`src/include/hsz_pkg.sv`:
```
// What this block does
// shift travel past upper or lower limit raises major error 1102 or 1103, no completion
// shift travel runs at home-return speed or creep speed, chosen per axis
// shift speed selector: 0 home-return speed, 1 creep speed, default 0
// dog travel and shift amount are signed 32-bit position values
// shift applies to dog, count, cradle, limit, scale, dogless; not data-set, stopper, driver
// monitor values and status flags update only after shift travel ends
// home return completes only once the zero-pass flag is high
// home condition 1 sets zero-pass flag at amplifier power-up without a mark pass
// home condition: 0 needs mark pass, 1 waives it, default 0
// new home condition takes effect only after amplifier power cycle
// scale-signal return with home condition 1 gives minor error 124, no return
// zero-return command names exactly one axis; matching axis runs configured method
// at shift end, stop axis and load home address into current position
//
// Purpose: constants shared by the home shift / zero pass block
// Assumes: one axis per instance, 32-bit register port
// Notes: byte addresses, one 32-bit word per register
package hsz_pkg;
    localparam logic [7:0] OFS_CTRL = 8'h00;
    localparam logic [7:0] OFS_CMD = 8'h04;
    localparam logic [7:0] OFS_SHIFT = 8'h08;
    localparam logic [7:0] OFS_DOG = 8'h0C;
    localparam logic [7:0] OFS_HADDR = 8'h10;
    localparam logic [7:0] OFS_RSPD = 8'h14;
    localparam logic [7:0] OFS_CSPD = 8'h18;
    localparam logic [7:0] OFS_STAT = 8'h1C;
    localparam logic [7:0] OFS_ERR = 8'h20;
    localparam logic [7:0] OFS_POS = 8'h24;
    localparam logic [7:0] OFS_MON = 8'h28;
    localparam logic [7:0] OFS_ISTAT = 8'h2C;
    localparam logic [7:0] OFS_IMASK = 8'h30;
    // ctrl field positions
    localparam int CTRL_METHOD_LSB = 0;
    localparam int CTRL_SPDSEL = 4;
    localparam int CTRL_HCOND = 5;
    localparam int CTRL_DIR = 6;
    localparam logic [31:0] CTRL_RESET = 32'h0000_0000;
    // command: bit 8 start, bits 4:0 axis number
    localparam int CMD_GO = 8;
    // interrupt bits
    localparam int IRQ_DONE = 0;
    localparam int IRQ_MAJOR = 1;
    localparam int IRQ_MINOR = 2;
    localparam logic [15:0] ERR_UPPER = 16'd1102;
    localparam logic [15:0] ERR_LOWER = 16'd1103;
    localparam logic [15:0] ERR_SCALE = 16'd124;
    localparam logic [3:0] M_DOG = 4'h0;
    localparam logic [3:0] M_COUNT = 4'h1;
    localparam logic [3:0] M_DATASET = 4'h2;
    localparam logic [3:0] M_CRADLE = 4'h3;
    localparam logic [3:0] M_STOPPER = 4'h4;
    localparam logic [3:0] M_LIMIT = 4'h5;
    localparam logic [3:0] M_SCALE = 4'h6;
    localparam logic [3:0] M_DOGLESS = 4'h7;
    localparam logic [3:0] M_DRIVER = 4'h8;
    typedef enum logic [2:0] {ST_IDLE, ST_SEEK, ST_SHIFT, ST_FIX} hsz_state_e;
endpackage

```
`src/include/hsz_move_if.sv`:
```
`timescale 1ns/1ps
// Purpose: carries one shift travel request and its progress
// Assumes: single clock domain
// Notes: step is the signed travel of the current cycle
interface hsz_move_if;
    logic start;
    logic signed [31:0] amount;
    logic [31:0] speed;
    logic busy;
    logic done;
    logic signed [31:0] step;
    modport ctl(output start, output amount, output speed, input busy, input done, input step);
    modport mover(input start, input amount, input speed, output busy, output done, output step);
endinterface

```
`src/logic/hsz_shift_mover.sv`:
```
`timescale 1ns/1ps
// Purpose: walks the axis through a signed shift amount at a given speed
// Assumes: speed is in position units per cycle
// Notes: a speed of zero is treated as one so the travel always ends
module hsz_shift_mover (
    input wire logic mclk_in,
    input wire logic reset_in,
    hsz_move_if.mover mv
);
    logic [31:0] remain;
    logic neg;
    logic [31:0] eff;
    logic [31:0] mag;

    // per-cycle magnitude, never more than what is left
    always_comb begin
        eff = (mv.speed == 32'h0000_0000) ? 32'h0000_0001 : mv.speed;
        mag = (eff > remain) ? remain : eff;
        mv.step = neg ? -$signed(mag) : $signed(mag);
        if (!mv.busy) begin
            mv.step = 32'sh0000_0000;
        end
    end

    ////////////////////////////////////////////////////////////////////
    // remaining distance
    always_ff @(posedge mclk_in) begin
        if (reset_in) begin
            remain <= 32'h0000_0000;
            neg <= 1'b0;
            mv.busy <= 1'b0;
            mv.done <= 1'b0;
        end else begin
            mv.done <= 1'b0;
            if (mv.start) begin
                neg <= mv.amount[31];
                remain <= mv.amount[31] ? 32'(-mv.amount) : 32'(mv.amount);
                mv.busy <= (mv.amount != 32'sh0000_0000);
                mv.done <= (mv.amount == 32'sh0000_0000);
            end else if (mv.busy) begin
                remain <= remain - mag;
                if (remain == mag) begin
                    mv.busy <= 1'b0;
                    mv.done <= 1'b1;
                end
            end
        end
    end
endmodule

```
`src/logic/hsz_zero_pass.sv`:
```
`timescale 1ns/1ps
// Purpose: zero-pass flag of one axis
// Assumes: amp_on is a level, z_phase a one-cycle marker pulse
// Notes: home condition is captured at amplifier power-up only
module hsz_zero_pass (
    input wire logic mclk_in,
    input wire logic reset_in,
    input wire logic amp_on_in,
    input wire logic z_phase_in,
    input wire logic cond_in,
    output logic cond_out,
    output logic zero_pass_flag_out
);
    logic amp_prev;
    logic amp_rise;

    assign amp_rise = amp_on_in && !amp_prev;

    // latch condition at power-up so edits wait for a power cycle
    always_ff @(posedge mclk_in) begin
        if (reset_in) begin
            amp_prev <= 1'b0;
            cond_out <= 1'b0;
        end else begin
            amp_prev <= amp_on_in;
            if (amp_rise) begin
                cond_out <= cond_in;
            end
        end
    end

    ////////////////////////////////////////////////////////////////////
    // flag: set by mark pass, or at power-up when waived
    always_ff @(posedge mclk_in) begin
        if (reset_in || !amp_on_in) begin
            zero_pass_flag_out <= 1'b0;
        end else if (amp_rise && cond_in) begin
            zero_pass_flag_out <= 1'b1;
        end else if (z_phase_in && !amp_rise) begin
            zero_pass_flag_out <= 1'b1;
        end
    end
endmodule

```
`src/logic/hsz_home_ctrl.sv`:
```
`timescale 1ns/1ps
// Purpose: home return sequencing with home shift and zero-pass gating
// Assumes: the method logic outside pulses zero_detect_in when its zero is found
// Notes: one instance per axis; registers on a plain strobe port
module hsz_home_ctrl
    import hsz_pkg::*;
#(
    parameter int AXIS_ID = 0
) (
    input wire logic mclk_in,
    input wire logic reset_in,
    input wire logic [7:0] addr_in,
    input wire logic [31:0] wdata_in,
    input wire logic wr_in,
    input wire logic rd_in,
    output logic [31:0] rdata_out,
    input wire logic zero_detect_in,
    input wire logic z_phase_in,
    input wire logic amp_on_in,
    input wire logic upper_limit_switch_in,
    input wire logic lower_limit_switch_in,
    output logic signed [31:0] speed_out,
    output logic moving_out,
    output logic signed [31:0] cur_pos_out,
    output logic home_done_out,
    output logic zero_pass_flag_out,
    output logic irq_out
);
    generate
        if (AXIS_ID < 0 || AXIS_ID > 31) begin : g_bad_axis
            $error("AXIS_ID must be 0 to 31");
        end
    endgenerate

    hsz_state_e state;
    logic [31:0] ctrl;
    logic signed [31:0] shift_amt;
    logic signed [31:0] dog_travel;
    logic signed [31:0] home_addr;
    logic [31:0] ret_speed;
    logic [31:0] creep_speed;
    logic [15:0] major_code;
    logic [15:0] minor_code;
    logic signed [31:0] mon_pos;
    logic [2:0] int_stat;
    logic [2:0] int_mask;
    logic [2:0] ev;
    logic cond_live;
    logic go;
    logic shift_applies;
    logic hit_upper;
    logic hit_lower;
    logic [3:0] method;
    logic signed [31:0] seek_step;
    hsz_move_if mv();

    assign method = ctrl[CTRL_METHOD_LSB +: 4];

    ////////////////////////////////////////////////////////////////////
    // submodules
    // an aborted shift is not cancelled in the mover: it drains on its own while
    // speed_out already reads zero, and the next start simply reloads it
    hsz_shift_mover u_mover (
        .mclk_in(mclk_in),
        .reset_in(reset_in),
        .mv(mv)
    );

    hsz_zero_pass u_zp (
        .mclk_in(mclk_in),
        .reset_in(reset_in),
        .amp_on_in(amp_on_in),
        .z_phase_in(z_phase_in),
        .cond_in(ctrl[CTRL_HCOND]),
        .cond_out(cond_live),
        .zero_pass_flag_out(zero_pass_flag_out)
    );

    ////////////////////////////////////////////////////////////////////
    // decode helpers
    // a start counts only when the command names this axis
    assign go = wr_in && (addr_in == OFS_CMD) && wdata_in[CMD_GO]
        && (wdata_in[4:0] == 5'(AXIS_ID));

    // methods whose home point is moved by the shift amount
    always_comb begin
        shift_applies = 1'b0;
        if (method == M_DOG || method == M_COUNT || method == M_CRADLE) begin
            shift_applies = 1'b1;
        end else if (method == M_LIMIT || method == M_SCALE || method == M_DOGLESS) begin
            shift_applies = 1'b1;
        end
    end

    // limit hits only count in the direction of shift travel
    assign hit_upper = upper_limit_switch_in && (mv.step > 32'sh0000_0000);
    assign hit_lower = lower_limit_switch_in && (mv.step < 32'sh0000_0000);

    assign seek_step = ctrl[CTRL_DIR] ? -$signed(ret_speed) : $signed(ret_speed);

    // shift request to the mover
    assign mv.start = (state == ST_SEEK) && zero_detect_in && shift_applies;
    assign mv.amount = shift_amt;
    // creep when selector is 1, home-return speed when 0
    assign mv.speed = ctrl[CTRL_SPDSEL] ? creep_speed : ret_speed;

    ////////////////////////////////////////////////////////////////////
    // sequencer
    always_ff @(posedge mclk_in) begin
        if (reset_in) begin
            state <= ST_IDLE;
        end else begin
            case (state)
                ST_IDLE: begin
                    if (go && !(method == M_SCALE && cond_live)) begin
                        state <= ST_SEEK;
                    end
                end
                ST_SEEK: begin
                    if (zero_detect_in) begin
                        state <= shift_applies ? ST_SHIFT : ST_FIX;
                    end
                end
                ST_SHIFT: begin
                    if (hit_upper || hit_lower) begin
                        state <= ST_IDLE;
                    end else if (mv.done) begin
                        state <= ST_FIX;
                    end
                end
                ST_FIX: begin
                    if (zero_pass_flag_out) begin
                        state <= ST_IDLE;
                    end
                end
                default: begin
                    state <= ST_IDLE;
                end
            endcase
        end
    end

    ////////////////////////////////////////////////////////////////////
    // motion command: seek speed, then shift steps, stopped elsewhere
    always_ff @(posedge mclk_in) begin
        if (reset_in) begin
            speed_out <= 32'sh0000_0000;
            moving_out <= 1'b0;
        end else if (state == ST_SEEK && !zero_detect_in) begin
            speed_out <= seek_step;
            moving_out <= 1'b1;
        end else if (state == ST_SHIFT && !hit_upper && !hit_lower && mv.busy) begin
            speed_out <= mv.step;
            moving_out <= 1'b1;
        end else begin
            speed_out <= 32'sh0000_0000;
            moving_out <= 1'b0;
        end
    end

    // current position integrates the travel; fixed to home address at the end
    always_ff @(posedge mclk_in) begin
        if (reset_in) begin
            cur_pos_out <= 32'sh0000_0000;
        end else if (state == ST_FIX && zero_pass_flag_out) begin
            cur_pos_out <= home_addr;
        end else if (moving_out) begin
            cur_pos_out <= cur_pos_out + speed_out;
        end
    end

    // monitor and done flag only set once the shift has ended; done clears on a new start
    always_ff @(posedge mclk_in) begin
        if (reset_in) begin
            mon_pos <= 32'sh0000_0000;
            home_done_out <= 1'b0;
        end else if (state == ST_FIX && zero_pass_flag_out) begin
            mon_pos <= home_addr;
            home_done_out <= 1'b1;
        end else if (go) begin
            home_done_out <= 1'b0;
        end
    end

    ////////////////////////////////////////////////////////////////////
    // error codes: last one wins, kept until reset
    always_ff @(posedge mclk_in) begin
        if (reset_in) begin
            major_code <= 16'h0000;
            minor_code <= 16'h0000;
        end else if (state == ST_SHIFT && hit_upper) begin
            major_code <= ERR_UPPER;
        end else if (state == ST_SHIFT && hit_lower) begin
            major_code <= ERR_LOWER;
        end else if (state == ST_IDLE && go && method == M_SCALE && cond_live) begin
            minor_code <= ERR_SCALE;
        end
    end

    // events feeding the sticky status
    assign ev[IRQ_DONE] = (state == ST_FIX) && zero_pass_flag_out;
    assign ev[IRQ_MAJOR] = (state == ST_SHIFT) && (hit_upper || hit_lower);
    assign ev[IRQ_MINOR] = (state == ST_IDLE) && go && (method == M_SCALE) && cond_live;

    // write-one-to-clear; a new event in the clearing cycle stays set
    always_ff @(posedge mclk_in) begin
        if (reset_in) begin
            int_stat <= 3'h0;
        end else if (wr_in && addr_in == OFS_ISTAT) begin
            int_stat <= (int_stat & ~wdata_in[2:0]) | ev;
        end else begin
            int_stat <= int_stat | ev;
        end
    end

    assign irq_out = |(int_stat & int_mask);

    ////////////////////////////////////////////////////////////////////
    // register writes; parameters only change while idle, the interrupt mask at any time
    always_ff @(posedge mclk_in) begin
        if (reset_in) begin
            ctrl <= CTRL_RESET;
            shift_amt <= 32'sh0000_0000;
            dog_travel <= 32'sh0000_0000;
            home_addr <= 32'sh0000_0000;
            ret_speed <= 32'h0000_0001;
            creep_speed <= 32'h0000_0001;
            int_mask <= 3'h0;
        end else if (wr_in) begin
            if (addr_in == OFS_CTRL && state == ST_IDLE) begin
                ctrl <= {25'h0, wdata_in[6:0]};
            end else if (addr_in == OFS_SHIFT && state == ST_IDLE) begin
                shift_amt <= wdata_in;
            end else if (addr_in == OFS_DOG && state == ST_IDLE) begin
                dog_travel <= wdata_in;
            end else if (addr_in == OFS_HADDR && state == ST_IDLE) begin
                home_addr <= wdata_in;
            end else if (addr_in == OFS_RSPD && state == ST_IDLE) begin
                ret_speed <= wdata_in;
            end else if (addr_in == OFS_CSPD && state == ST_IDLE) begin
                creep_speed <= wdata_in;
            end else if (addr_in == OFS_IMASK) begin
                int_mask <= wdata_in[2:0];
            end
        end
    end

    // read data one cycle after the strobe, zero otherwise and when unmapped
    always_ff @(posedge mclk_in) begin
        if (reset_in || !rd_in) begin
            rdata_out <= 32'h0000_0000;
        end else if (addr_in == OFS_CTRL) begin
            rdata_out <= ctrl;
        end else if (addr_in == OFS_SHIFT) begin
            rdata_out <= shift_amt;
        end else if (addr_in == OFS_DOG) begin
            rdata_out <= dog_travel;
        end else if (addr_in == OFS_HADDR) begin
            rdata_out <= home_addr;
        end else if (addr_in == OFS_RSPD) begin
            rdata_out <= ret_speed;
        end else if (addr_in == OFS_CSPD) begin
            rdata_out <= creep_speed;
        end else if (addr_in == OFS_STAT) begin
            rdata_out <= {24'h0, cond_live, zero_pass_flag_out, home_done_out, 2'h0, 3'(state)};
        end else if (addr_in == OFS_ERR) begin
            rdata_out <= {major_code, minor_code};
        end else if (addr_in == OFS_POS) begin
            rdata_out <= cur_pos_out;
        end else if (addr_in == OFS_MON) begin
            rdata_out <= mon_pos;
        end else if (addr_in == OFS_ISTAT) begin
            rdata_out <= {29'h0, int_stat};
        end else if (addr_in == OFS_IMASK) begin
            rdata_out <= {29'h0, int_mask};
        end else begin
            rdata_out <= 32'h0000_0000;
        end
    end
endmodule

```
`config.mk`:
```
export PLATFORM = sky130hd
export DESIGN_NAME = hsz_home_ctrl
export DESIGN_NICKNAME = d
export VERILOG_FILES = /design/src/include/hsz_pkg.sv /design/src/include/hsz_move_if.sv /design/src/logic/hsz_shift_mover.sv /design/src/logic/hsz_zero_pass.sv /design/src/logic/hsz_home_ctrl.sv
export SDC_FILE = /design/constraint.sdc
export NUM_CORES = 1
export LEC_CHECK = 0
export ABC_CLOCK_PERIOD_IN_PS = 8300
export BUFFER_PORTS_ARGS = -buffer_cell sky130_fd_sc_hd__buf_2
export CAP_MARGIN = 15
export CORE_ASPECT_RATIO = 0.7
export CORE_UTILIZATION = 45
export DETAILED_ROUTE_END_ITERATION = 12
export PLACE_DENSITY = 0.68
export SLEW_MARGIN = 30
export SYNTH_ARGS = -nofsm -noshare
export SYNTH_HDL_FRONTEND = slang
export SYNTH_HIERARCHICAL = 1
export SYNTH_SLANG_ARGS = --single-unit
export TNS_END_PERCENT = 20
```
`constraint.sdc`:
```
create_clock -name mclk_in -period 8.3 [get_ports mclk_in]
set_clock_uncertainty 0.2 [all_clocks]
set_input_delay 2.49 -clock mclk_in [delete_from_list [all_inputs] [get_ports mclk_in]]
set_output_delay 2.49 -clock mclk_in [all_outputs]
set_load 0.005 [all_outputs]
```
After elaboration in Yosys (flattened, before gate mapping). Index checks and enable logic that the tools add are counted.

Flip-flop bits (word level): 351. Bits of input ports: 49. Output and inout bits: 100. Word-level logic and storage cells: 190.

Add/sub/neg operators: 5. Magnitude comparators: 3. Equality and inequality tests: 25. Multiplexer cells: 49. Bitwise logic cells: 13. Reductions and logical operators: 69.

Operators by type and width (number): $mux 32 (22); $neg 32->32 (3); $logic_not 32->1 (2); $eq 8x6->1 const B (5); $add 32x32->32 (1); $eq 32x32->1 (1); $eq 8x5->1 const B (4); $gt 32x1->1 const B (1); $gt 32x32->1 (1); $lt 32x1->1 const B (1); $reduce_bool 32->1 (1); $sub 32x32->32 (1); $logic_and 1x1->1 (30); $mux 3 (8); $mux 11 (2); $eq 8x4->1 const B (2); $mux 1 (15); $eq 4x3->1 const B (3); $pmux 3 s4 (1); $reduce_bool 2->1 (5); $eq 8x3->1 const B (1); $logic_not 1->1 (8); $logic_not 8->1 (1); $not 1->1 (8); other kinds (24) (37).

Logic depth before layout (Yosys ltp). Gate-level depths: netlist (run 1).

Depth after elaboration: 16. Depth in mapped cells: 36. Gate-level depth less buffers: 28.

Cells and area by module. Netlist (run 1), hierarchy kept.

Modules (own cells, without submodules): hsz_home_ctrl (instances 1, cells each 1907, area each 14853.0 um2, sequential area each 6165.9 um2); hsz_shift_mover (instances 1, cells each 1199, area each 7718.7 um2, sequential area each 700.7 um2); hsz_zero_pass (instances 1, cells each 9, area each 107.6 um2, sequential area each 60.1 um2).

Least setup slack after synthesis (run 1). No wires, ideal clock.

Path kind: register to register. Start point: reg ctrl[4]. End point: reg speed_out[17]. Arrival time: 8038 ps. Data required time: 8014 ps. Path slack: -24 ps. Stages on the path, launching flop included: 36. Buffers on the path: 8. Cell sequence: dfxtp_1 > clkbuf_1 > clkbuf_1 > mux2_2 > clkbuf_1 > or4_1 > or4_1 > nor2_1 > a41oi_1 > ha_1 > and3_1 > and3_1 > nand3_1 > o21a_1 > nand2_1 > buf_2 > buf_1 > clkbuf_1 > buf_1 > a21oi_1 > inv_1 > ha_1 > o21ai_0 > or2_2 > nand2b_1 > o21ai_0 > xnor2_1 > nor2_1 > nor4_1 > nand4_1 > o21ai_0 > nand2_1 > nor2_1 > o21ai_1 > clkbuf_1 > a211oi_1.

Cells in the longest elaborated chain, start to end: 16.

RTL lines: start, declared (line hsz_home_ctrl.sv:36) `logic [31:0] ctrl;`; start signal, assigned (line hsz_home_ctrl.sv:231) `ctrl <= {25'h0, wdata_in[6:0]};`; $mux 32 (*) (line hsz_home_ctrl.sv:105) `assign mv.speed = ctrl[CTRL_SPDSEL] ? creep_speed : ret_speed;`; named net mv.speed[9] (line hsz_move_if.sv:8) `logic [31:0] speed;`; $logic_not 32->1 (line hsz_shift_mover.sv:17) `eff = (mv.speed == 32'h0000_0000) ? 32'h0000_0001 : mv.speed;`; $mux 32 (*) (line hsz_shift_mover.sv:17); $gt 32x32->1 (line hsz_shift_mover.sv:18) `mag = (eff > remain) ? remain : eff;`; $mux 32 (*) (line hsz_shift_mover.sv:18); $neg 32->32 (line hsz_shift_mover.sv:19) `mv.step = neg ? -$signed(mag) : $signed(mag);`; $mux 32 (*) (line hsz_shift_mover.sv:19); $mux 32 (*) (line hsz_shift_mover.sv:20) `if (!mv.busy) begin`; named net mv.step[30] (line hsz_move_if.sv:11) `logic signed [31:0] step;`; $gt 32x1->1 (line hsz_home_ctrl.sv:96) `assign hit_upper = upper_limit_switch_in && (mv.step > 32'sh0000_0000);`; $logic_and 1x1->1 (line hsz_home_ctrl.sv:96); $logic_not 1->1 (line hsz_home_ctrl.sv:152) `end else if (state == ST_SHIFT && !hit_upper && !hit_lower && mv.busy) begin`; $logic_and 1x1->1 (line hsz_home_ctrl.sv:152); $logic_and 1x1->1 (*) (2 in series) (line hsz_home_ctrl.sv:152); $mux 32 (*) (line hsz_home_ctrl.sv:152); $mux 32 (*) (line hsz_home_ctrl.sv:149) `end else if (state == ST_SEEK && !zero_detect_in) begin`; end signal, assigned (line hsz_home_ctrl.sv:150) `speed_out <= seek_step;`; end signal, assigned (line hsz_home_ctrl.sv:153) `speed_out <= mv.step;`; end, declared (line hsz_home_ctrl.sv:22) `output logic signed [31:0] speed_out,`.

Mark *: on every way through the listed nets, which the timed path passes. The rest lies on a longest branch. A chain may end at the register's enable or synchronous reset.

Final worst setup path (run 1).
Start point: reg ctrl[4]. End point: reg u_mover.remain[28].

Cells in the longest elaborated chain, start to end: 8.

RTL lines: $mux 32 (*) (line hsz_home_ctrl.sv:105); named net mv.speed[20] (line hsz_move_if.sv:8); $logic_not 32->1 (line hsz_shift_mover.sv:17); $mux 32 (*) (line hsz_shift_mover.sv:17); $gt 32x32->1 (line hsz_shift_mover.sv:18); $mux 32 (*) (line hsz_shift_mover.sv:18); $sub 32x32->32 (*) (line hsz_shift_mover.sv:41) `remain <= remain - mag;`; $mux 32 (*) (line hsz_shift_mover.sv:40) `end else if (mv.busy) begin`; $mux 32 (*) (line hsz_shift_mover.sv:35) `if (mv.start) begin`; end signal, assigned (line hsz_shift_mover.sv:37) `remain <= mv.amount[31] ? 32'(-mv.amount) : 32'(mv.amount);`; end signal, assigned (line hsz_shift_mover.sv:41); end, declared (line hsz_shift_mover.sv:10) `logic [31:0] remain;`.

Mark *: on every way through the listed nets, which the timed path passes. The rest lies on a longest branch. The select of a mux whose other input is x is not followed.

==> results of run 1 <==
==> per-layer routing <==
layer / wire length [µm] / vias up / track usage
li1: - / 11200 / -
met1: 40300 / 12000 / 0.500
met2: 39000 / 1635 / 0.515
met3: 10300 / 210 / 0.0639
met4: 3550 / 0 / 0.123
met5: 0 / - / 0
==> cells by family after synthesis <==
logic type / after synthesis
AOI/OAI and AO/OA: 961
xor gates and xnor gates: 113
adders and majority gates: 94
buffers and inverters: 317
DFF: 346
muxes: 82
and+or+nand+nor: 1202
==> worst max path at each step <==
stage	start	to	slack, ns	cells after the start
after global routing	ctrl[4]	speed_out[31]	0.06	31
final	ctrl[4]	u_mover/remain[28]	0.50	25
after detailed placement	ctrl[4]	speed_out[29]	0.53	31
after global placement	ctrl[4]	speed_out[27]	0.53	31
after CTS	ctrl[4]	speed_out[29]	0.48	31
after floorplan	ctrl[4]	speed_out[17]	0.06	35
==> power breakdown <==
part / internal, mW / switching (mW) / leakage [nW]
Clock: 1.05 / 0.779 / 0.637
Combinational: 1.87 / 4.07 / 5.91
Sequential: 1.69 / 0.0571 / 2.79
==> cell usage after synthesis (22+ instances only) <==
cell type                  count  area share
sky130_fd_sc_hd__nand2b_1     33      0.0091
sky130_fd_sc_hd__buf_1        25      0.0041
sky130_fd_sc_hd__mux2_2       36       0.018
sky130_fd_sc_hd__nor4_1       40       0.011
sky130_fd_sc_hd__a21o_1       22      0.0073
sky130_fd_sc_hd__o21ai_0     128       0.028
sky130_fd_sc_hd__or4_1        24      0.0079
sky130_fd_sc_hd__nand3_1      57       0.013
sky130_fd_sc_hd__xor2_1       42       0.016
sky130_fd_sc_hd__a22oi_1      63       0.021
sky130_fd_sc_hd__nand4_1      29      0.0080
sky130_fd_sc_hd__a21oi_1     402       0.089
sky130_fd_sc_hd__clkbuf_1    205       0.034
sky130_fd_sc_hd__dfxtp_1     346        0.31
sky130_fd_sc_hd__nor3_1       56       0.012
sky130_fd_sc_hd__nand2_1     581       0.096
sky130_fd_sc_hd__o21a_1       22      0.0073
sky130_fd_sc_hd__a31oi_1      45       0.012
sky130_fd_sc_hd__inv_1        71       0.012
sky130_fd_sc_hd__nor2_1      259       0.043
sky130_fd_sc_hd__nor2b_1      27      0.0074
sky130_fd_sc_hd__mux2i_1      45       0.020
sky130_fd_sc_hd__ha_1         74       0.041
sky130_fd_sc_hd__and3_1       23      0.0063
sky130_fd_sc_hd__a211oi_1     41       0.014
sky130_fd_sc_hd__o31ai_1      29      0.0096
sky130_fd_sc_hd__xnor2_1      71       0.027
==> stage by stage <==
| step | instances | power (mW) | setup slack, ns | cell area (µm²) | util |
|---|---|---|---|---|---|
| 5_1_grt | 3803 | 9.93 | 0.0591 | 25100 | 0.507 |
| 3_3_place_gp | 3738 | 7.31 | 0.535 | 23800 | 0.480 |
| 6_report | 3803 | 9.52 | 0.500 | 25100 | 0.507 |
| 3_5_place_dp | 3738 | 7.37 | 0.532 | 23800 | 0.480 |
| 4_1_cts | 3803 | 9.18 | 0.480 | 25100 | 0.506 |
| 2_1_floorplan | 3115 | 5.66 | 0.0617 | 22700 | - |
==> area by class of cell <==
class,count,area [µm²]
inverters,74,278
fillers,4838,24400
flip-flops and latches,346,6930
clock buffers,45,1030
multi-input cells,2452,14600
repair buffers,201,1180
clock inverters,20,272
well taps,665,832
==> worst max-delay path, stage by stage, from the launching register on <==
cell	delay, ns
sky130_fd_sc_hd__dfxtp_2	0.46
sky130_fd_sc_hd__buf_4	0.26
sky130_fd_sc_hd__mux2_2	0.48
sky130_fd_sc_hd__or4_1	0.56
sky130_fd_sc_hd__or4_1	0.43
sky130_fd_sc_hd__nor2_1	0.11
sky130_fd_sc_hd__buf_4	0.14
sky130_fd_sc_hd__a41oi_1	0.23
sky130_fd_sc_hd__ha_1	0.38
sky130_fd_sc_hd__and3_1	0.18
sky130_fd_sc_hd__and3_1	0.19
sky130_fd_sc_hd__nand3_1	0.21
sky130_fd_sc_hd__o21a_1	0.25
sky130_fd_sc_hd__nand2_2	0.14
sky130_fd_sc_hd__a21oi_1	0.23
sky130_fd_sc_hd__ha_1	0.23
sky130_fd_sc_hd__inv_1	0.06
sky130_fd_sc_hd__ha_1	0.24
sky130_fd_sc_hd__a41oi_1	0.31
sky130_fd_sc_hd__nor3_1	0.15
sky130_fd_sc_hd__or3_1	0.40
sky130_fd_sc_hd__a22oi_1	0.76
sky130_fd_sc_hd__a311oi_1	0.36
sky130_fd_sc_hd__o21ai_0	0.37
sky130_fd_sc_hd__mux2i_1	0.26
sky130_fd_sc_hd__o21a_1	0.12
==> reports/qor.log, run 1 <==
qor: status.outcome finished clean
qor: die.chip_height 190 µm
qor: critical_path.cp_data_required_time 8.59 ns
qor: min_path.hold_class reg -> reg
qor: detailed_routing.detailroute.via_count 25000
qor: timing.finalSetupTns 0 ns
qor: placement.place.port_buffers 148
qor: die.std_cell_rows 68
qor: die.die_w 270 µm
qor: die.coreArea 0.0495 mm²
qor: logic_synthesis.synth_compound_area_frac 0.269
qor: cts.postCtsSetupBuffers 0
qor: critical_path.reg_to_reg_critical_path_startpoint ctrl[4]
qor: cts.clkLatencyLatePin 0.57 ns
qor: timing.maxSlewHeadroom 0.327
qor: global_routing.maximum_number_of_pins_on_one_net_before_global_route_repair 154
qor: cts.cts.root.buffer_cell sky130_fd_sc_hd__clkbuf_16
qor: logic_synthesis.synthesis_warnings 6
qor: timing.fmaxAchievable 128 MHz
qor: critical_path.timing_worst_setup_path_type reg -> reg
qor: logic_synthesis.muxShareOfSynthArea 0.0382
qor: critical_path.cp_max_fo 12
qor: cts.ctsLongestPathBuffers 3
qor: timing.final-hold-violation-count 0
qor: cts.ctsResizeCount 0
qor: global_routing.grt_antenna_before_repair 4
qor: cells_and_area.final_cell_mix 579 x sky130_fd_sc_hd__nand2_1, 402 x sky130_fd_sc_hd__a21oi_1, 342 x sky130_fd_sc_hd__dfxtp_1, 247 x sky130_fd_sc_hd__nor2_1, 147 x sky130_fd_sc_hd__buf_2
qor: critical_path.ff2ff_setup_slack 0.50 ns
qor: logic_synthesis.xor_and_xnor_area_share_after_synthesis 0.0436
qor: cells_and_area.ant_diodes 0
qor: logic_synthesis.ys_async_sr_fraction 0
qor: min_path.timing.hold.worst_path_depth 2
qor: die.die-area 0.0513 mm²
qor: logic_synthesis.synth.lib_cells_used.distinct 88
qor: job.cap_viol_max_count 0
qor: logic_synthesis.synth-edff-count 0
qor: placement.hpwlAfterDp 68800 µm
qor: global_routing.grtUsageTotal 0.347
qor: logic_synthesis.synth_adder_area_share 0.0501
qor: die.start_util 0.458
qor: timing.fin_crit_sh 0.940
qor: cts.numCtsBuffers 37
qor: timing.maxSlewViolCount 0
qor: timing.time_the_final_worst_path_needs_with_i_o_delays_and_setup 7.80 ns
qor: logic_synthesis.seq_total_area_yosys 0.305
qor: detailed_routing.remaining_drc_errors 0
qor: logic_synthesis.yosys_most_used_dff sky130_fd_sc_hd__dfxtp_1
qor: logic_synthesis.ys_seq_elements 346
qor: cts.clock_sinks 346
qor: cells_and_area.syn2layout_area_growth 10.7%
qor: logic_synthesis.netlist_instances 3115
qor: cts.tritoncts built
qor: cells_and_area.drive_above_1_share 0.114
qor: timing.slew_of_the_pin_with_the_lowest_slew_margin 1.01 ns
qor: logic_synthesis.share_of_synthesized_cell_area_in_and_or_nand_and_nor_gates 0.238
qor: critical_path.worst_r2r_path_depth 25
qor: detailed_routing.dr.first_iter.drc_count 3520
qor: global_routing.vias_in_the_first_global_route 22500
qor: cts.h-tree-depth 2
qor: global_routing.global_route_wire_length_before_repair 139000 µm
qor: cts.cts.clk_slew.worst_paths 0.07 ns
qor: power.leakage 9.33 nW
qor: timing.worst_hold_slack 0.250 ns
qor: global_routing.gr-total-overflow 0
qor: die.num_io_pins 149
qor: placement.place.gp.congestion 0.994
qor: cells_and_area.design.final.nets 3236
qor: cts.cts.hold.buffers_added 0
qor: detailed_routing.wirelength_routed 93200 µm
qor: critical_path.cp_data_arrival_time 8.09 ns
qor: power.irDropWorstVdd 661 µV
qor: detailed_routing.drt_first_pass_iters 9
qor: min_path.min_to minor_code[2]
qor: detailed_routing.vias_per_cell 6.58
qor: critical_path.start_kind flop
qor: detailed_routing.route.antenna.remaining_nets 0
qor: min_path.min-delay-start minor_code[2]
qor: timing.rsz0062_at_grt no
qor: logic_synthesis.syn_avg_cell_area 7.28 µm²
qor: power.cellPowerDensity 379 mW/mm²
qor: cells_and_area.commonest_non_fill_non_tap_cell_in_the_layout sky130_fd_sc_hd__nand2_1
qor: critical_path.timing.critical_path.to_type flop
qor: logic_synthesis.netlist_area 0.0227 mm²
qor: detailed_routing.routedWlPerCell 24.5 µm
qor: timing.finalSetupViolations 0
qor: logic_synthesis.synth_top_family_by_area compound AO/OA/AOI/OAI gates
qor: logic_synthesis.syn_nets 3239
qor: critical_path.crit-reg2reg-capture u_mover/remain[28]
No activity file was read; power rests on OpenSTA's default activity.
==> run 2: changes to the inputs <==
- CORE_UTILIZATION: 45 -> 55
- PLACE_DENSITY: 0.68 -> 0.79
==> run 2 against run 1 <==
Compared with the run above:
- clock-buffer cell count up 5
- routed wire length down 2.1%
- sequential share of layout area rose by 0.19 points
- worst hold slack improved by 0.0071 ns
- power grew 2.4%
- non-clock buffer count rose by 15
- via count increased by 0.66%
- maximum frequency grew 0.23%
- final cell count is 3.1% lower
- critical path type unchanged
- critical endpoint is now speed_out[27]
- largest power group unchanged
- highest routed layer is now met5
==> reports/qor.log, run 2 (synthesis results as in run 1) <==
qor: status.outcome finished clean
qor: detailed_routing.routedWlPerCell 24.7 µm
qor: die.std_cell_rows 61
qor: timing.fmaxAchievable 128 MHz
qor: critical_path.reg_to_reg_critical_path_startpoint ctrl[4]
qor: power.power.clock.fraction 0.172
qor: critical_path.cp_data_required_time 8.53 ns
qor: cells_and_area.syn2layout_area_growth 9.92%
qor: timing.maxSlewHeadroom 0.290
qor: global_routing.vias_in_the_first_global_route 22400
qor: critical_path.timing_worst_setup_path_type reg -> reg
qor: die.die-area 0.0421 mm²
qor: timing.maxSlewViolCount 0
qor: cts.cts.clk_slew.worst_paths 0.06 ns
qor: detailed_routing.route.antenna.remaining_nets 0
qor: cells_and_area.drive_above_1_share 0.116
qor: detailed_routing.wirelength_routed 91200 µm
qor: cts.h-tree-depth 2
qor: timing.finalSetupViolations 0
qor: power.net-switching-power 5.13 mW
qor: power.irDropWorstVdd 566 µV
qor: placement.place.detailed.instances 3623
qor: timing.final-hold-violation-count 0
qor: cts.postCtsSetupBuffers 0
qor: min_path.timing.hold.worst_path_depth 2
qor: placement.place.port_buffers 148
qor: cts.numCtsBuffers 37
qor: cts.clock_sinks 346
qor: power.leakage 9.36 nW
qor: critical_path.crit-reg2reg-capture speed_out[27]
qor: global_routing.gr-total-overflow 0
qor: placement.place_area 0.0237 mm²
qor: cts.clkLatencyLatePin 0.54 ns
qor: detailed_routing.remaining_drc_errors 0
qor: min_path.hold_class reg -> reg
qor: min_path.min-delay-start mon_pos[7]
qor: min_path.min_to mon_pos[7]
qor: cells_and_area.design.final.nets 3251
qor: critical_path.timing.critical_path.to_type flop
qor: cts.cts.root.buffer_cell sky130_fd_sc_hd__clkbuf_16
qor: timing.rsz0062_at_grt no
qor: timing.slew_of_the_pin_with_the_lowest_slew_margin 1.06 ns
qor: power.finalPower 9.75 mW
qor: placement.place.gp.congestion 1.02
qor: timing.time_the_final_worst_path_needs_with_i_o_delays_and_setup 7.78 ns
qor: detailed_routing.dr.first_iter.drc_count 3799
qor: die.num_io_pins 149
qor: critical_path.start_kind flop
qor: placement.hpwlAfterDp 67500 µm
qor: job.cap_viol_max_count 0
qor: critical_path.cp_data_arrival_time 8.02 ns
qor: global_routing.grtUsageTotal 0.421
qor: power.cellPowerDensity 391 mW/mm²
qor: power.netSwitchingFraction 0.526
qor: global_routing.global_route_wire_length_before_repair 137000 µm
qor: timing.finalSetupTns 0 ns
qor: power.p_seq_frac 0.179
qor: die.chip_height 172 µm
qor: global_routing.grt_antenna_before_repair 3
qor: die.start_util 0.565
qor: detailed_routing.vias_per_cell 6.83
qor: cells_and_area.finish.instance_area 0.0249 mm²
qor: detailed_routing.drt_first_pass_iters 7
qor: critical_path.worst_r2r_path_depth 26
qor: cells_and_area.fillCellCount 3663
qor: power.p_comb_frac 0.650
qor: timing.fin_crit_sh 0.938
qor: cells_and_area.final_cell_mix 580 x sky130_fd_sc_hd__nand2_1, 402 x sky130_fd_sc_hd__a21oi_1, 343 x sky130_fd_sc_hd__dfxtp_1, 248 x sky130_fd_sc_hd__nor2_1, 147 x sky130_fd_sc_hd__buf_2
qor: global_routing.maximum_number_of_pins_on_one_net_before_global_route_repair 156
qor: cells_and_area.layoutNonFillerInstCount 3686
qor: die.die_w 245 µm
qor: cts.ctsLongestPathBuffers 3
qor: detailed_routing.detailroute.via_count 25200
qor: power.internal_power 4.62 mW
qor: die.coreArea 0.0401 mm²
qor: critical_path.cp_max_fo 16
qor: critical_path.ff2ff_setup_slack 0.52 ns
qor: cells_and_area.commonest_non_fill_non_tap_cell_in_the_layout sky130_fd_sc_hd__nand2_1
qor: cts.tritoncts built
qor: cells_and_area.final_core_util 0.621
## run 2: cell count changes in the layout (fill, tap and decap cells not counted), moves of 2 or more
| cell | previous run | this run |
|---|---|---|
| sky130_fd_sc_hd__buf_4 | 50 | 65 |
| sky130_fd_sc_hd__diode_2 | 0 | 2 |
| sky130_fd_sc_hd__inv_8 | 3 | 0 |
| sky130_fd_sc_hd__dfxtp_2 | 4 | 2 |
| sky130_fd_sc_hd__clkbuf_8 | 4 | 9 |
| sky130_fd_sc_hd__bufinv_16 | 5 | 2 |
| sky130_fd_sc_hd__clkbuf_16 | 39 | 37 |
| sky130_fd_sc_hd__clkbuf_1 | 3 | 5 |
## run 2: how the worst max path moves through the flow
stage                 start             to  slack, ns
floorplan           ctrl[4]  speed_out[17]       0.06
global placement    ctrl[4]  speed_out[26]       0.55
detailed placement  ctrl[4]  speed_out[27]       0.43
CTS                 ctrl[4]  speed_out[27]       0.39
global route        ctrl[4]  speed_out[27]       0.09
finish              ctrl[4]  speed_out[27]       0.52
## run 2: area by class of cell
class                           instances  area [µm²]  share of cell area
Clock buffer                           50        1050              0.0423
Timing Repair Buffer                  216        1300              0.0520
Clock inverter                         11         126             0.00507
Antenna cell                            2        5.00            0.000201
Sequential cell                       346        6930               0.278
Tap cell                              535         669              0.0269
Inverter                               74         278              0.0111
Multi-Input combinational cell       2452       14600               0.584
## run 2: power groups by stage
stage	clock [mW]	sequential, mW	combinational [mW]
2_1_floorplan	0	1.74	3.92
3_3_place_gp	0	1.77	5.84
3_5_place_dp	0	1.77	5.87
4_1_cts	1.67	1.74	5.89
5_1_grt	1.74	1.74	6.60
6_report	1.67	1.74	6.33
## run 2: critical path: stages, from the launching register on
cell and delay (ns):
sky130_fd_sc_hd__dfxtp_4 0.48, sky130_fd_sc_hd__mux2_2 0.38, sky130_fd_sc_hd__or4_1 0.56, sky130_fd_sc_hd__or4_1 0.48
sky130_fd_sc_hd__nor2_1 0.25, sky130_fd_sc_hd__a41oi_1 0.29, sky130_fd_sc_hd__ha_1 0.36, sky130_fd_sc_hd__and3_1 0.15
sky130_fd_sc_hd__and3_1 0.17, sky130_fd_sc_hd__nand3_1 0.19, sky130_fd_sc_hd__o21a_1 0.23, sky130_fd_sc_hd__nand2_2 0.30
sky130_fd_sc_hd__mux2i_1 0.32, sky130_fd_sc_hd__ha_1 0.25, sky130_fd_sc_hd__o21ai_0 0.24, sky130_fd_sc_hd__buf_4 0.25
sky130_fd_sc_hd__o31ai_1 0.39, sky130_fd_sc_hd__o31a_1 0.22, sky130_fd_sc_hd__xor2_1 0.15, sky130_fd_sc_hd__nor2_1 0.09
sky130_fd_sc_hd__nor4_1 0.38, sky130_fd_sc_hd__nand4_1 0.17, sky130_fd_sc_hd__o21ai_0 0.27, sky130_fd_sc_hd__nand2_1 0.13
sky130_fd_sc_hd__nor2_1 0.19, sky130_fd_sc_hd__o21ai_2 0.25, sky130_fd_sc_hd__a211oi_1 0.32
## run 2: per-layer routing
metal / GRT usage / wire (µm) / part of all wire
met1: 0.581 / 37200 / 0.41
met2: 0.615 / 37400 / 0.41
met3: 0.105 / 11900 / 0.13
met4: 0.188 / 4530 / 0.050
met5: 0.0141 / 95 / 0.0010
## run 2: metrics by stage
stage | setup slack [ns] | hold slack (ns)
after global placement | 0.549 | 0.236
after CTS | 0.387 | 0.255
after detailed placement | 0.430 | 0.247
after global routing | 0.0900 | 0.273
final | 0.517 | 0.257
after floorplan | 0.0617 | 0.226
## run 2: timing repair
action | 4_1_cts | 5_1_grt
hold endpoints to repair | 0 | 0
hold buffers | 0 | 0
setup endpoints to repair | 0 | 35
gates resized for setup | 0 | 3
